## config.mk

```make
export PLATFORM = sky130hd
export DESIGN_NAME = dmc_top
export DESIGN_NICKNAME = d
export VERILOG_FILES = /design/src/inc/dmc_pkg.sv /design/src/rtl/dmc_top.sv
export VERILOG_INCLUDE_DIRS = /design/src /design/src/inc
export SDC_FILE = /design/constraint.sdc
export NUM_CORES = 1
export LEC_CHECK = 0
export ABC_AREA = 1
export BUFFER_PORTS_ARGS = -buffer_cell sky130_fd_sc_hd__clkbuf_2
export CAP_MARGIN = 20
export CORE_AREA = 3 3 114 116
export DETAILED_ROUTE_END_ITERATION = 10
export DIE_AREA = 0 0 117 119
export GPL_TIMING_DRIVEN = 1
export PLACE_DENSITY = 0.79
export SLEW_MARGIN = 20
export SYNTH_ARGS = -nofsm -noshare
export SYNTH_HDL_FRONTEND = slang
export SYNTH_SLANG_ARGS = --single-unit
```

## constraint.sdc

```tcl
create_clock -name REF_CLK_IN -period 1.75 [get_ports REF_CLK_IN]
set_clock_uncertainty 0.05 [all_clocks]
set_input_delay 0.0875 -clock REF_CLK_IN [delete_from_list [all_inputs] [get_ports REF_CLK_IN]]
set_output_delay 0.0875 -clock REF_CLK_IN [all_outputs]
set_load 0.02 [all_outputs]
```

## src/inc/dmc_map.svh

```systemverilog
/*
 * dynamic memory controller constants: switch codes, timing counts,
 * register offsets for the AXI4-Lite slave.
 * assumes a 100 ns clock period; included once per compile unit.
 */
`ifndef DMC_MAP_SVH
`define DMC_MAP_SVH
// ---------------------------------------------------------------
// switch codes
// ---------------------------------------------------------------
`define DMC_SIZE_LOW32 4'ha
`define DMC_SIZE_HIGH32 4'h6
`define DMC_SIZE_FULL64 4'hd
// ---------------------------------------------------------------
// timing, in ns and in 100 ns cycles
// ---------------------------------------------------------------
`define DMC_CLK_NS 100
`define DMC_TIMEX_NS 40
`define DMC_TIMEX_CYC ((`DMC_TIMEX_NS + `DMC_CLK_NS - 1) / `DMC_CLK_NS)
`define DMC_CYCLE_NS 280
`define DMC_CYCLE_CYC ((`DMC_CYCLE_NS + `DMC_CLK_NS - 1) / `DMC_CLK_NS)
`define DMC_REFRESH_PERIOD 150
// ---------------------------------------------------------------
// register offsets
// ---------------------------------------------------------------
`define DMC_REG_CTRL 4'h0
`define DMC_REG_STATUS 4'h4
`define DMC_REG_REFADDR 4'h8
`define DMC_CTRL_RESET 2'h0
`endif

```

## src/inc/dmc_pkg.sv

```systemverilog
/*
 * types for the dynamic memory controller.
 * assumes dmc_map.svh for the numbers.
 */
package dmc_pkg;
  typedef enum logic [3:0] {
    DMC_IDLE = 4'b0001,
    DMC_ROW = 4'b0010,
    DMC_COL = 4'b0100,
    DMC_DONE = 4'b1000
  } dmc_state_e;
  typedef struct packed {
    logic [3:0] ras;
    logic [3:0] cas;
    logic [3:0] we;
    logic [6:0] addr;
  } dmc_array_s;
endpackage : dmc_pkg

```

## src/rtl/dmc_top.sv

```systemverilog
/*
 * dynamic memory controller: cpu bus latch, bank select, row/column
 * multiplex, strobe sequencing, refresh and power-loss init to ones.
 * assumes cpu bus pins are asynchronous, the array answers read data
 * by the column phase, and software on AXI4-Lite.
 */
// Contract
// odd parity per byte on writes
// latch address bits 14, 15 for module
// one of four bank selects per cycle; refresh cycles drive all four
// size switch enables address ranges
// latch address 0-13 onto tri-state bus
// seven-bit row then column address bus
// secondary timing point after start
// no new start before 280 ns
// refresh row from counter low bits
// init column from counter high bits
// column strobe off during refresh
// write enable off only in reads
// count pulse clears start, advances counter
// refresh timer requests, refresh flag
// cycles start only from idle
// data-retain latches the address
// drive and observe busy line
// latch read data, assert data available
// separate strobes per 32K half
// power-low raises init reset
// init writes all ones everywhere; code writes bank 0 only
// low power-good means power low
// inhibit ignores power-good, lit indicator
// arbitrate refresh against cpu start
`include "dmc_map.svh"
module dmc_top
  import dmc_pkg::*;
#(
  parameter int REFRESH_PERIOD = `DMC_REFRESH_PERIOD
) (
  input wire logic REF_CLK_IN,
  input wire logic RST_IN,
  input wire logic [15:0] ADDR_IN,
  input wire logic [15:0] DATA_IN,
  input wire logic DATA_RETAIN_IN,
  input wire logic READ_IN,
  input wire logic BUSY_IN,
  input wire logic [3:0] SIZE_SW_IN,
  input wire logic POWER_GOOD_IN,
  input wire logic INHIBIT_IN,
  input wire logic [15:0] ARRAY_DATA_IN,
  input wire logic [1:0] ARRAY_PAR_IN,
  output logic [15:0] DATA_OUT,
  output logic [1:0] PAR_OUT,
  output logic DATA_OE_OUT,
  output logic READ_VALID_OUT,
  output logic BUSY_OUT,
  output logic BUSY_OE_OUT,
  output logic [15:0] WDATA_OUT,
  output logic [1:0] WPAR_OUT,
  output dmc_array_s ARRAY_OUT,
  output logic [1:0] COL_SELECT_OUT,
  output logic [13:0] LADDR_OUT,
  output logic LADDR_OE_OUT,
  output logic IDLE_OUT,
  output logic INIT_OUT,
  output logic INHIBIT_LED_OUT,
  input wire logic [3:0] AWADDR_IN,
  input wire logic AWVALID_IN,
  output logic AWREADY_OUT,
  input wire logic [31:0] WDATA_IN,
  input wire logic [3:0] WSTRB_IN,
  input wire logic WVALID_IN,
  output logic WREADY_OUT,
  output logic [1:0] BRESP_OUT,
  output logic BVALID_OUT,
  input wire logic BREADY_IN,
  input wire logic [3:0] ARADDR_IN,
  input wire logic ARVALID_IN,
  output logic ARREADY_OUT,
  output logic [31:0] RDATA_OUT,
  output logic [1:0] RRESP_OUT,
  output logic RVALID_OUT,
  input wire logic RREADY_IN
);
  localparam logic [1:0] TIMEX_CYC = 2'(`DMC_TIMEX_CYC);
  localparam logic [1:0] CYCLE_CYC = 2'(`DMC_CYCLE_CYC);
  localparam int RW = $clog2(REFRESH_PERIOD + 1);

  function automatic logic odd_par(input logic [7:0] b);
    return ~(^b);
  endfunction : odd_par

  // ---------------------------------------------------------------
  // pin synchronisers
  // ---------------------------------------------------------------
  logic [8:0] sync1, sync2;
  always_ff @(posedge REF_CLK_IN) begin
    sync1 <= {DATA_RETAIN_IN, READ_IN, BUSY_IN, POWER_GOOD_IN,
              INHIBIT_IN, SIZE_SW_IN};
    sync2 <= sync1;
  end
  logic retain_s, read_s, busy_s, pok_s, inh_s, retain_d;
  logic [3:0] size_s;
  assign {retain_s, read_s, busy_s, pok_s, inh_s, size_s} = sync2;
  always_ff @(posedge REF_CLK_IN) begin
    if (RST_IN) begin
      retain_d <= 1'b0;
    end else begin
      retain_d <= retain_s;
    end
  end
  wire retain_rise = retain_s & ~retain_d;

  // ---------------------------------------------------------------
  // address and data latch
  // ---------------------------------------------------------------
  logic [15:0] cpu_addr, cpu_data;
  logic cpu_read;
  // capture on retain
  // bits 14, 15 latched too
  always_ff @(posedge REF_CLK_IN) begin
    if (RST_IN) begin
      cpu_addr <= 16'h0000;
      cpu_data <= 16'h0000;
      cpu_read <= 1'b0;
    end else if (retain_rise) begin
      cpu_addr <= ADDR_IN;
      cpu_data <= DATA_IN;
      cpu_read <= read_s;
    end
  end

  // ---------------------------------------------------------------
  // size switch decode
  // ---------------------------------------------------------------
  logic addr_ok;
  // enabled ranges
  always_comb begin
    unique case (size_s)
      `DMC_SIZE_LOW32: addr_ok = ~ADDR_IN[15];
      `DMC_SIZE_HIGH32: addr_ok = ADDR_IN[15];
      `DMC_SIZE_FULL64: addr_ok = 1'b1;
      default: addr_ok = 1'b0;
    endcase
  end

  // ---------------------------------------------------------------
  // power reset and init inhibit
  // ---------------------------------------------------------------
  logic inhibit, init, pok_d;
  // sticky until reset
  always_ff @(posedge REF_CLK_IN) begin
    if (RST_IN) begin
      inhibit <= 1'b0;
    end else if (inh_s) begin
      inhibit <= 1'b1;
    end
  end
  always_ff @(posedge REF_CLK_IN) begin
    if (RST_IN) begin
      pok_d <= 1'b1;
    end else begin
      pok_d <= pok_s;
    end
  end
  // low power-good
  wire power_reset = ~pok_s & ~inhibit;

  // ---------------------------------------------------------------
  // start flags and arbitration
  // ---------------------------------------------------------------
  dmc_state_e state;
  logic [1:0] tcnt;
  logic count_pulse, refresh, cpu_pend, ref_pend;
  logic [RW-1:0] rtimer;
  logic [13:0] ref_addr;
  wire idle = (state == DMC_IDLE);

  // busy seen before start
  wire cpu_req = retain_rise & addr_ok & ~busy_s;
  // set wins over count clear
  always_ff @(posedge REF_CLK_IN) begin
    if (RST_IN) begin
      cpu_pend <= 1'b0;
    end else if (cpu_req) begin
      cpu_pend <= 1'b1;
    end else if (count_pulse & ~refresh & ~init) begin
      cpu_pend <= 1'b0;
    end
  end
  // refresh timer
  always_ff @(posedge REF_CLK_IN) begin
    if (RST_IN) begin
      rtimer <= '0;
      ref_pend <= 1'b0;
    end else if (rtimer == RW'(REFRESH_PERIOD - 1)) begin
      rtimer <= '0;
      ref_pend <= 1'b1;
    end else begin
      rtimer <= rtimer + 1'b1;
      if (count_pulse & refresh) begin
        ref_pend <= 1'b0;
      end
    end
  end

  // ---------------------------------------------------------------
  // cycle sequencer
  // ---------------------------------------------------------------
  // start only from idle
  // refresh takes priority
  always_ff @(posedge REF_CLK_IN) begin
    if (RST_IN) begin
      state <= DMC_IDLE;
      tcnt <= 2'h0;
      refresh <= 1'b0;
    end else begin
      unique case (state)
        DMC_IDLE: begin
          tcnt <= 2'h0;
          if (ref_pend | init) begin
            refresh <= ~init;
            state <= DMC_ROW;
          end else if (cpu_pend) begin
            refresh <= 1'b0;
            state <= DMC_ROW;
          end
        end
        // column after time x
        DMC_ROW: begin
          tcnt <= tcnt + 2'h1;
          if (tcnt + 2'h1 >= TIMEX_CYC) begin
            state <= DMC_COL;
          end
        end
        // row start to count pulse spans 3 cycles, 300 ns
        DMC_COL: begin
          tcnt <= tcnt + 2'h1;
          if (tcnt + 2'h1 >= CYCLE_CYC) begin
            state <= DMC_DONE;
          end
        end
        DMC_DONE: state <= DMC_IDLE;
        default: state <= DMC_IDLE;
      endcase
    end
  end
  assign count_pulse = (state == DMC_DONE);

  // init over all 16K addresses of bank 0
  // counter advances on count
  always_ff @(posedge REF_CLK_IN) begin
    if (RST_IN) begin
      ref_addr <= 14'h0000;
      init <= 1'b0;
    end else if (power_reset & pok_d & ~init) begin
      init <= 1'b1;
      ref_addr <= 14'h0000;
    end else if (count_pulse & (refresh | init)) begin
      ref_addr <= ref_addr + 14'h0001;
      if (init & (ref_addr == 14'h3fff)) begin
        init <= 1'b0;
      end
    end
  end

  // ---------------------------------------------------------------
  // array drive
  // ---------------------------------------------------------------
  logic [13:0] eff_addr;
  logic [1:0] eff_bank;
  logic [3:0] bank_sel;
  always_comb begin
    eff_addr = init ? ref_addr : cpu_addr[13:0];
    eff_bank = init ? 2'h0 : cpu_addr[15:14];
    // one-hot bank select, all four banks during refresh
    bank_sel = 4'h1 << eff_bank;
    if (refresh) begin
      bank_sel = 4'hf;
    end
  end
  wire row_act = ~idle;
  wire col_act = (state == DMC_COL) | (state == DMC_DONE);
  logic [6:0] mux_addr;
  // row then column
  // refresh row only
  // init column high bits
  always_comb begin
    mux_addr = col_act ? eff_addr[13:7] : eff_addr[6:0];
    if (refresh) begin
      mux_addr = ref_addr[6:0];
    end
  end
  // no column strobe in refresh
  // write enable off in reads
  // per-half strobes
  always_comb begin
    ARRAY_OUT.ras = row_act ? bank_sel : 4'h0;
    ARRAY_OUT.cas = (col_act & ~refresh) ? bank_sel : 4'h0;
    ARRAY_OUT.we = (col_act & ~refresh & (init | ~cpu_read)) ?
                   bank_sel : 4'h0;
    ARRAY_OUT.addr = mux_addr;
  end
  assign COL_SELECT_OUT = col_act ? {|bank_sel[3:2], |bank_sel[1:0]}
                                  : 2'h0;
  // cpu latch on the tri-state bus
  assign LADDR_OUT = cpu_addr[13:0];
  assign LADDR_OE_OUT = ~idle & ~refresh & ~init;
  // all ones in init
  // odd byte parity
  assign WDATA_OUT = init ? 16'hffff : cpu_data;
  assign WPAR_OUT = {odd_par(WDATA_OUT[7:0]), odd_par(WDATA_OUT[15:8])};

  // ---------------------------------------------------------------
  // read data and bus answers
  // ---------------------------------------------------------------
  logic rd_valid;
  // latch and present read data
  always_ff @(posedge REF_CLK_IN) begin
    if (RST_IN) begin
      DATA_OUT <= 16'h0000;
      PAR_OUT <= 2'h0;
      rd_valid <= 1'b0;
    end else if (count_pulse & ~refresh & ~init & cpu_read) begin
      DATA_OUT <= ARRAY_DATA_IN;
      PAR_OUT <= ARRAY_PAR_IN;
      rd_valid <= 1'b1;
    end else if (retain_rise) begin
      rd_valid <= 1'b0;
    end
  end
  assign READ_VALID_OUT = rd_valid;
  assign DATA_OE_OUT = rd_valid;
  // busy while cycle runs
  assign BUSY_OUT = 1'b1;
  assign BUSY_OE_OUT = cpu_pend | (~idle & ~refresh & ~init);
  assign IDLE_OUT = idle;
  assign INIT_OUT = init;
  assign INHIBIT_LED_OUT = inhibit;

  // ---------------------------------------------------------------
  // axi4-lite slave
  // ---------------------------------------------------------------
  logic aw_got, w_got;
  logic [3:0] aw_addr;
  logic [1:0] ctrl;
  // write strobe bit 0 and data bits 1:0, held from the w handshake
  logic [2:0] w_hold;
  assign AWREADY_OUT = ~aw_got & ~BVALID_OUT;
  assign WREADY_OUT = ~w_got & ~BVALID_OUT;
  always_ff @(posedge REF_CLK_IN) begin
    if (RST_IN) begin
      aw_got <= 1'b0;
      w_got <= 1'b0;
      aw_addr <= 4'h0;
      BVALID_OUT <= 1'b0;
      BRESP_OUT <= 2'h0;
      ctrl <= `DMC_CTRL_RESET;
      w_hold <= 3'h0;
    end else begin
      if (AWVALID_IN & AWREADY_OUT) begin
        aw_got <= 1'b1;
        aw_addr <= AWADDR_IN;
      end
      if (WVALID_IN & WREADY_OUT) begin
        w_got <= 1'b1;
        w_hold <= {WSTRB_IN[0], WDATA_IN[1:0]};
      end
      if (aw_got & w_got) begin
        aw_got <= 1'b0;
        w_got <= 1'b0;
        BVALID_OUT <= 1'b1;
        BRESP_OUT <= (aw_addr == `DMC_REG_CTRL) ? 2'h0 : 2'h2;
        if (aw_addr == `DMC_REG_CTRL && w_hold[2]) begin
          ctrl <= w_hold[1:0];
        end
      end else if (BVALID_OUT & BREADY_IN) begin
        BVALID_OUT <= 1'b0;
      end
    end
  end
  assign ARREADY_OUT = ~RVALID_OUT;
  always_ff @(posedge REF_CLK_IN) begin
    if (RST_IN) begin
      RVALID_OUT <= 1'b0;
      RDATA_OUT <= 32'h00000000;
      RRESP_OUT <= 2'h0;
    end else if (ARVALID_IN & ARREADY_OUT) begin
      RVALID_OUT <= 1'b1;
      RRESP_OUT <= 2'h0;
      unique case (ARADDR_IN)
        `DMC_REG_CTRL: RDATA_OUT <= {30'h0, ctrl};
        `DMC_REG_STATUS: RDATA_OUT <= {26'h0, size_s, inhibit,
                                       init};
        `DMC_REG_REFADDR: RDATA_OUT <= {18'h0, ref_addr};
        default: begin
          RDATA_OUT <= 32'h00000000;
          RRESP_OUT <= 2'h2;
        end
      endcase
    end else if (RVALID_OUT & RREADY_IN) begin
      RVALID_OUT <= 1'b0;
    end
  end
endmodule : dmc_top

```

== Word level (Yosys, flattened, before mapping) ==
Index checks and enable logic that the tools add are counted.

* Add/sub/neg operators: 3
* Multipliers: 0
* Divide/modulo/power cells: 0
* Magnitude comparators: 2
* Eq/ne operators: 14
* Shift operators: 1
* Muxes and demuxes: 35
* Bitwise logic cells: 44
* Reductions and logical operators: 25

{| class="wikitable"
|+ Operators with widths
! operator !! number
|-
| one-hot mux 14 bit (3 select lines) || 1
|-
| two-way mux 4 bit || 8
|-
| AND 1 bit || 24
|-
| nonzero test 2 bit || 9
|-
| == test 4 bit (second input constant) || 4
|-
| two-way mux 16 bit || 1
|-
| parity 8 bit || 2
|-
| two-way mux 1 bit || 15
|-
| inverter 1 bit || 15
|-
| adder 14 x 1 -> 14 bit (second input constant) || 1
|-
| == test 14 bit (second input constant) || 1
|-
| two-way mux 14 bit || 1
|-
| two-way mux 7 bit || 2
|-
| == test 4 x 3 -> 1 bit (second input constant) || 3
|-
| one-hot mux 4 bit (3 select lines) || 1
|-
| OR reduction 2 bit || 6
|-
| adder 8 x 1 -> 8 bit (second input constant) || 1
|-
| == test 8 bit (second input constant) || 1
|-
| zero test 4 bit || 2
|-
| two-way mux 2 bit || 4
|-
| AND reduction 2 bit || 3
|-
| bitwise OR 1 bit || 5
|-
| == test 4 x 1 -> 1 bit (second input constant) || 1
|-
| == test 4 x 2 -> 1 bit (second input constant) || 1
|-
| other kinds (11) || 12
|}

* Register bits after elaboration: 154
* Latch bits: 0
* Bits in writable memories: 0
* Bits in read-only memories: 0
* Bits of input ports: 110
* Output and inout port bits: 120
* Logic and storage cells: 153
* Memories: 0

== Depth between registers and ports, before layout ==
Gate-level depths: netlist of the first run.

* Word-level depth: 6
* Gate-level depth with buffers: 9
* Mapped depth without buffers: 8

== Worst setup path before layout of the first run ==
Ideal clock, no wire load.

* Path kind: flip-flop to output port
* Start point: reg init (netlist: INIT_OUT)
* End point: out WPAR_OUT[0]
* Data arrival time: 1.585 ns
* Required time: 1.612 ns
* Path slack: 0.028 ns
* Cell stages (with the launch flop): 7
* Buffers on the path: 1
* Cell sequence: dfxtp_1 > buf_2 > nor2_1 > inv_1 > o21ai_0 > xnor2_1 > xor2_1

* Word-level cells in the longest chain between the ends: 3

{| class="wikitable"
|+ RTL lines
! item !! line !! text
|-
| from (decl) || dmc_top.sv:148 || <nowiki>logic inhibit, init, pok_d;</nowiki>
|-
| from (signal assigned) || dmc_top.sv:253 || <nowiki>init <= 1'b0;</nowiki>
|-
| from (signal assigned) || dmc_top.sv:255 || <nowiki>init <= 1'b1;</nowiki>
|-
| from (signal assigned) || dmc_top.sv:260 || <nowiki>init <= 1'b0;</nowiki>
|-
| two-way mux 16 bit || dmc_top.sv:309 || <nowiki>assign WDATA_OUT = init ? 16'hffff : cpu_data;</nowiki>
|-
| net WDATA_OUT[13] || dmc_top.sv:56 || <nowiki>output logic [15:0] WDATA_OUT,</nowiki>
|-
| parity 8 bit || dmc_top.sv:88 || <nowiki>return ~(^b);</nowiki>
|-
| inverter 1 bit || dmc_top.sv:88 ||
|-
| to (decl) || dmc_top.sv:57 || <nowiki>output logic [1:0] WPAR_OUT,</nowiki>
|}

The timed path passes the listed nets, and every way through them passes these cells.

==> impl_metrics.ini, run 1 <==
[sta]
finalCritPeriodShare_pct = 113
final.min_clock_period_ns = 1.98
final_worst_slack_ns = -0.228
finalSetupViolations = 26
timing_max_transition_violations_final = 0
timing.final.hold_violations = 0
rsz0062_at_grt = yes
hold_slack_ns = 0.00479
fmax_mhz = 505

[pwr]
seqPwrFrac_pct = 40.0
power_density_normalized_to_cell_area_nw_per_um2 = 923
power.leakage_nw = 4.00
power_switching_share_pct = 27.2
peakVddDrop_mv = 0.686
p_comb_share_pct = 18.0
power_report.internal_total_w = 0.00601
netSwitchingPower_w = 0.00224
clock_group_share_of_total_power_pct = 42.0

[synth]
post_synth.cell_area_avg_sq_um = 7.35
flop_and_latch_count_out_of_synthesis = 134
synth_top_area_share_pct = 45.3
synth_largest_area_cell = sky130_fd_sc_hd__dfxtp_1
synth-edff-count = 0
yosys-top-cells-count = sky130_fd_sc_hd__dfxtp_1, sky130_fd_sc_hd__nand2_1, sky130_fd_sc_hd__nor2_1
ys_types = 37
syn_inst = 805
synth-warning-count = 0
ys_async_sr_fraction_pct = 0
synth_most_common_cell = sky130_fd_sc_hd__dfxtp_1
netlist_area_sq_um = 5920
synth_ff_type = sky130_fd_sc_hd__dfxtp_1
synth_seq_area_share_pct = 45.3
largest_cells_by_area_after_synthesis = sky130_fd_sc_hd__dfxtp_1, sky130_fd_sc_hd__nand2_1, sky130_fd_sc_hd__nor2_1

[routing]
drc = 0
initialDrtViolationCount = 493
detailroute.via_count = 6395
detailedRoute.firstPassIterationCount = 5
avgViaCountPerCell = 5.17
drt.antenna.violating_nets = 0
total_detailed_routing_wirelength_um = 19300
wl_per_cell_um = 15.6

[floorplanning]
dieHeight_um = 119
dieWidth_um = 117
ioPinCount = 230
core-area_sq_um = 12000
std_cell_rows = 40
die_area_sq_um = 13900
floorplan.initialDensity_pct = 49.3

[worst_setup_path]
ff2ff_setup_slack_ns = -0.13
timing.critical_path.arrival_ns = 1.84
reg2reg_from = state[0]$_SDFFE_PP1P_
crit_family = simple AND/OR/NAND/NOR gates
r2r_end = INIT_OUT$_SDFFE_PP0P_
crit_buf_inv = 1
timing.reg2reg.worst_path_depth = 11
critPathMostFrequentCell = sky130_fd_sc_hd__nand2_8
timing.critical_path.cells = nor2_4 > nand3_4 > nand2_8 > nand2_8 > nand3_2 > and3_4 > clkbuf_8
crit_fanout = 10
worst_path_largest_cell_delay_ns = 0.34
worst_setup_path_start_kind = flip-flop
cp_num_cells = 7
endpoint_kind = primary output
cpMaxStageDelayCell = sky130_fd_sc_hd__dfxtp_2
timing.setup.critical_path_class = reg2out
cp.required_ns = 1.61

[flow_run]
max_capacitance_violation_count = 0

[global_route]
global_route.overflow_total = 0
global_route.usage.met2_pct = 46.2
first_global_vias = 6039
track_usage_pct = 26.3
grt_pass1_wl_um = 29000
gr-usage-met3_pct = 7.37
globalRoute.busiestLayer = met2
maximum_number_of_pins_on_one_net_before_global_route_repair = 44
grt_antenna_before_repair = 0
groute.layer.met1.usage_pct = 30.6

[cells_and_area]
final_cell_count_no_fill = 1237
drive_above_1_share_pct = 30.6
nNetsFinal = 1192
ant_diodes = 0
syn_to_final_growth_pct = 51.2

[outcome]
outcome = complete, but fails checks
violations = negative setup slack

[clocking]
htreeDepth = 4
clock_insertion_delay_worst_skew_ns = 0.42
clockBufferDepth = 2
cts_tree = yes
cts_inserted_buffers = 17
clk_pin_slew_ns = 0.06
numClockSinks = 134
cts-root-buf = sky130_fd_sc_hd__clkbuf_16

[worst_hold_path]
holdPathStages = 3
min_path_type = in2reg
timing.hold.worst_endpoint = aw_addr[2]$_SDFFE_PP0P_
worst_hold_startpoint = AWVALID_IN

[placed_design]
numPortBuffers = 175
dpl.cell_count = 1102
detailedPlacementHpwl_um = 11700
routabilityCongestion = 0.876
-- metal layers --
| layer | wire length (um) | share of wire (%) |
|---|---|---|
| met5 | 0 | 0 |
| met4 | 541 | 2.8 |
| met1 | 7590 | 39 |
| met3 | 1530 | 7.9 |
| met2 | 9680 | 50 |
-- power groups by stage --
stage,Clock [W],Sequential (W),Combinational [W]
after floorplan,0,0.00335,0.000758
after global placement,0,0.00335,0.00111
after detailed placement,0,0.00335,0.00112
after CTS,0.00349,0.00329,0.00140
after global routing,0.00365,0.00332,0.00161
final,0.00347,0.00330,0.00148
-- cell usage in the layout, fill, tap and decap left out, drive strengths merged --
master,Yosys,routed
and3,5,5
a211oi,1,1
buf,48,62
o211ai,7,7
dfxtp,134,134
nand3,52,52
nor3b,1,1
clkinv,1,6
clkinvlp,0,2
nor3,8,8
a21boi,1,1
clkbuf,18,183
or2,5,5
ha,5,5
dlygate4sd3,0,76
inv,75,75
a31oi,1,1
nand2,139,141
o21ai,79,79
nand3b,1,1
bufinv,0,2
conb,2,21
xnor2,4,4
nor2,123,123
xor2,6,6
o22ai,1,1
nand4,11,11
o21a,2,2
a21oi,75,75
-- worst max-delay path by stage --
| stage | startpoint | end | slack (ns) |
|---|---|---|---|
| global placement | INIT_OUT$_SDFFE_PP0P_ | WPAR_OUT[0] | 0.10 |
| CTS | INIT_OUT$_SDFFE_PP0P_ | WPAR_OUT[0] | -0.21 |
| detailed placement | INIT_OUT$_SDFFE_PP0P_ | ref_addr[8]$_SDFFE_PP0P_ | 0.04 |
| global route | state[0]$_SDFFE_PP1P_ | ARRAY_OUT[5] | -0.29 |
| floorplan | INIT_OUT$_SDFFE_PP0P_ | WPAR_OUT[0] | 0.03 |
| finish | state[0]$_SDFFE_PP1P_ | ARRAY_OUT[4] | -0.23 |
-- registers in the layout (all words and copies together) (netlist names), 3 cells and up --
signal     count
cpu_data      16
state          4
RDATA_OUT     14
aw_addr        4
rtimer         8
DATA_OUT      16
ref_addr      14
cpu_addr      16
w_hold         3
sync2          9
sync1          9
-- area by class of cell --
cell class / instances / area (sq um)
fill: 855 / 3060
multi-input combinational: 550 / 2950
sequential: 134 / 2690
timing repair buffer: 298 / 2250
clock buffer: 23 / 478
inverter: 76 / 298
tap: 147 / 184
clock inverter: 9 / 100
-- worst register-to-register path, cell delays in order, from the launching register on --
cell,delay [ns]
sky130_fd_sc_hd__dfxtp_2,0.34
sky130_fd_sc_hd__nor2_4,0.19
sky130_fd_sc_hd__buf_4,0.15
sky130_fd_sc_hd__buf_6,0.08
sky130_fd_sc_hd__buf_4,0.08
sky130_fd_sc_hd__buf_4,0.09
sky130_fd_sc_hd__buf_4,0.10
sky130_fd_sc_hd__nand3_4,0.11
sky130_fd_sc_hd__nor2_4,0.21
sky130_fd_sc_hd__nand4_1,0.16
sky130_fd_sc_hd__nand2_1,0.14
sky130_fd_sc_hd__a21oi_2,0.06
-- through the flow --
step	TNS [ns]	instance area, sq um	total power, W	util (%)	worst slack (ns)
6_report	-2.92	8950	0.00826	74.5	-0.228
5_1_grt	-5.43	8950	0.00857	74.5	-0.293
4_1_cts	-2.79	8600	0.00818	71.6	-0.215
3_5_place_dp	0	6820	0.00447	56.8	0.0366
3_3_place_gp	0	6820	0.00446	56.8	0.101
2_1_floorplan	0	5990	0.00411	-	0.0277
-- logic make-up after synthesis --
group / share of synthesized area, %
buffers and inverters: 11.9
DFF: 45.3
AOI/OAI and AO/OA: 14.6
and+or+nand+nor: 25.5
other: 0.127
xor gates and xnor gates: 1.48
adders and majority gates: 1.06
-- repair_timing --
action | in CTS | in global routing
gates resized for setup | 92 | 79
endpoints found under the hold margin | 69 | 0
hold buffers | 76 | 0
cloned | 2 | 3
buffers inserted | 14 | 11
endpoints found under the setup margin | 24 | 56
pin swaps | 16 | 25
(Power assumes the default switching activity.)
==> run 2, diff against run 1 <==
CORE_AREA = 3 3 136 138   (was 3 3 114 116)
DIE_AREA = 0 0 139 141   (was 0 0 117 119)
PLACE_DENSITY = not set   (was 0.79)
clock period = 2.4 ns   (was 1.75 ns; I/O delays follow)
==> run 2 against run 1 <==
Against the previous run: the run now ends clean; global-route usage is 8.2 points lower; critical path depth up 1; combinational power fell by 39%; routed wire length shrank 8.9%; via count down 7.1%; clock power down 15%; final area is 8.4% lower; utilization decreased by 27 points; register-to-register slack improved by 0.46 ns; flip-flop and latch count unchanged.
==> impl_metrics.ini, run 2 (same netlist as run 1, synthesis figures left out) <==
[worst_setup_path]
critPathMostFrequentCell = sky130_fd_sc_hd__nand2_2
worst_path_largest_cell_delay_ns = 0.32
crit_family = simple AND/OR/NAND/NOR gates
crit_buf_inv = 2
endpoint_kind = primary output
timing.critical_path.arrival_ns = 2.09
crit_fanout = 17
ff2ff_setup_slack_ns = 0.33
cp.required_ns = 2.23
reg2reg_from = RVALID_OUT$_SDFFE_PP0P_
worst_setup_path_startpoint = state[3]$_SDFFE_PP0P_
timing.critical_path.cells = inv_1 > nor2_2 > nand2_2 > nand2_8 > nand2_2 > nand3_1 > and3_1 > clkbuf_2
cpMaxStageDelayCell = sky130_fd_sc_hd__dfxtp_1
worst_setup_path_start_kind = flip-flop
timing.setup.critical_path_class = reg2out

[sta]
final.min_clock_period_ns = 2.26
timing_max_transition_violations_final = 0
finalSetupViolations = 0
finalCritPeriodShare_pct = 94.3
fmax_mhz = 442
worst_slew_pin_slew_ns = 0.657
rsz0062_at_grt = no
relSlewSlack_pct = 56.1
timing.final.hold_violations = 0
totalNegativeSetupSlack_ns = 0

[clocking]
clock_insertion_delay_worst_skew_ns = 0.41
post_cts.repair.setup_buffers = 0
cts_tree = yes
cts_inserted_buffers = 17
clk_pin_slew_ns = 0.06
numClockSinks = 134
cts-root-buf = sky130_fd_sc_hd__clkbuf_16
htreeDepth = 4
clockBufferDepth = 2

[routing]
wl_per_cell_um = 13.9
total_detailed_routing_wirelength_um = 17600
drt.antenna.violating_nets = 0
detailedRoute.firstPassIterationCount = 4
avgViaCountPerCell = 4.68
initialDrtViolationCount = 347
detailroute.via_count = 5941
drc = 0

[cells_and_area]
post-route-util_pct = 47.4
syn_to_final_growth_pct = 38.5
layout.cells.most_common_list = sky130_fd_sc_hd__clkbuf_2, sky130_fd_sc_hd__dfxtp_1, sky130_fd_sc_hd__nand2_1
nNetsFinal = 1146
layout_top_registers = DATA_OUT (16), cpu_addr (16), cpu_data (16)
mostFrequentLayoutCell = sky130_fd_sc_hd__clkbuf_2
drive_above_1_share_pct = 22.8
ant_diodes = 0

[placed_design]
routabilityCongestion = 0.894
numPortBuffers = 175
detailedPlacementHpwl_um = 12500

[pwr]
netSwitchingPower_w = 0.00161
power_report.internal_total_w = 0.00465
power_switching_share_pct = 25.7
power.leakage_nw = 3.67
clock_group_share_of_total_power_pct = 47.2
seqPwrFrac_pct = 38.3
p_comb_share_pct = 14.4
power_density_normalized_to_cell_area_nw_per_um2 = 763
peakVddDrop_mv = 0.532

[floorplanning]
dieHeight_um = 141
std_cell_rows = 48
ioPinCount = 230
floorplan.initialDensity_pct = 34.2
core-area_sq_um = 17300
dieWidth_um = 139
die_area_sq_um = 19600

[global_route]
global_route.overflow_total = 0
maximum_number_of_pins_on_one_net_before_global_route_repair = 39
grt_antenna_before_repair = 0
track_usage_pct = 18.1
grt_pass1_wl_um = 28900
first_global_vias = 5774

[flow_run]
max_capacitance_violation_count = 0

[worst_hold_path]
min_path_type = in2reg
worst_hold_startpoint = WVALID_IN

[outcome]
outcome = finished clean
run 2: per-stage QoR:
| stage | cells | instance area, sq um | total power [W] | hold WS [ns] | setup WS [ns] |
|---|---|---|---|---|---|
| 5_1_grt | 1269 | 8200 | 0.00653 | 0.0501 | 0.00580 |
| 3_5_place_dp | 1167 | 6800 | 0.00325 | 0.174 | 0.371 |
| 3_3_place_gp | 1167 | 6800 | 0.00325 | 0.174 | 0.402 |
| 2_1_floorplan | 824 | 5990 | 0.00300 | 0.0977 | 0.645 |
| 4_1_cts | 1269 | 8180 | 0.00631 | 0.0172 | 0.0826 |
| 6_report | 1269 | 8200 | 0.00625 | 0.0257 | 0.136 |
run 2: path summary, 6_finish.rpt:
check / to / cells after the start
hold / removal: w_hold[0]$_SDFFE_PP0P_ / 4
hold reg to reg: sync2[4]$_DFF_P_ / 0
setup / recovery: ARRAY_OUT[0] / 8
setup reg to reg: RRESP_OUT[1]$_SDFFE_PP0P_ / 7
run 2: tightest hold or removal path: cells and delay by family:
| family | cells | cell delay (ns) |
|---|---|---|
| compound gates | 1 | 0.08 |
| buf+inv | 1 | 0.08 |
| simple gates | 2 | 0.18 |
run 2: what timing repair did:
action	CTS	global route
pin swaps	0	0
hold buffers	70	0
endpoints found under the hold margin	68	0
gates resized for setup	2	6
endpoints found under the setup margin	2	8
run 2: power by group through the flow:
stage	combinational [W]	sequential [W]	clock [W]
finish	0.000901	0.00240	0.00295
CTS	0.000900	0.00240	0.00302
global route	0.000991	0.00241	0.00312
detailed placement	0.000807	0.00244	0
floorplan	0.000553	0.00244	0
global placement	0.000805	0.00244	0
run 2: per-layer routing:
metal  up-vias  GRT usage, %  part of all wire, %
met4         0          5.46                  1.4
met1      2695          22.9                   45
li1       3014             -                    -
met2       211          29.9                   47
met3        21          5.46                  6.9
met5         -             0                    0
run 2: layout make-up:
| class | instances | area [sq um] |
|---|---|---|
| Timing Repair Buffer | 254 | 1640 |
| Inverter | 76 | 288 |
| Clock buffer | 21 | 450 |
| Fill cell | 1736 | 9100 |
| Clock inverter | 11 | 221 |
| Multi-Input combinational cell | 548 | 2630 |
| Sequential cell | 134 | 2680 |
| Tap cell | 225 | 282 |
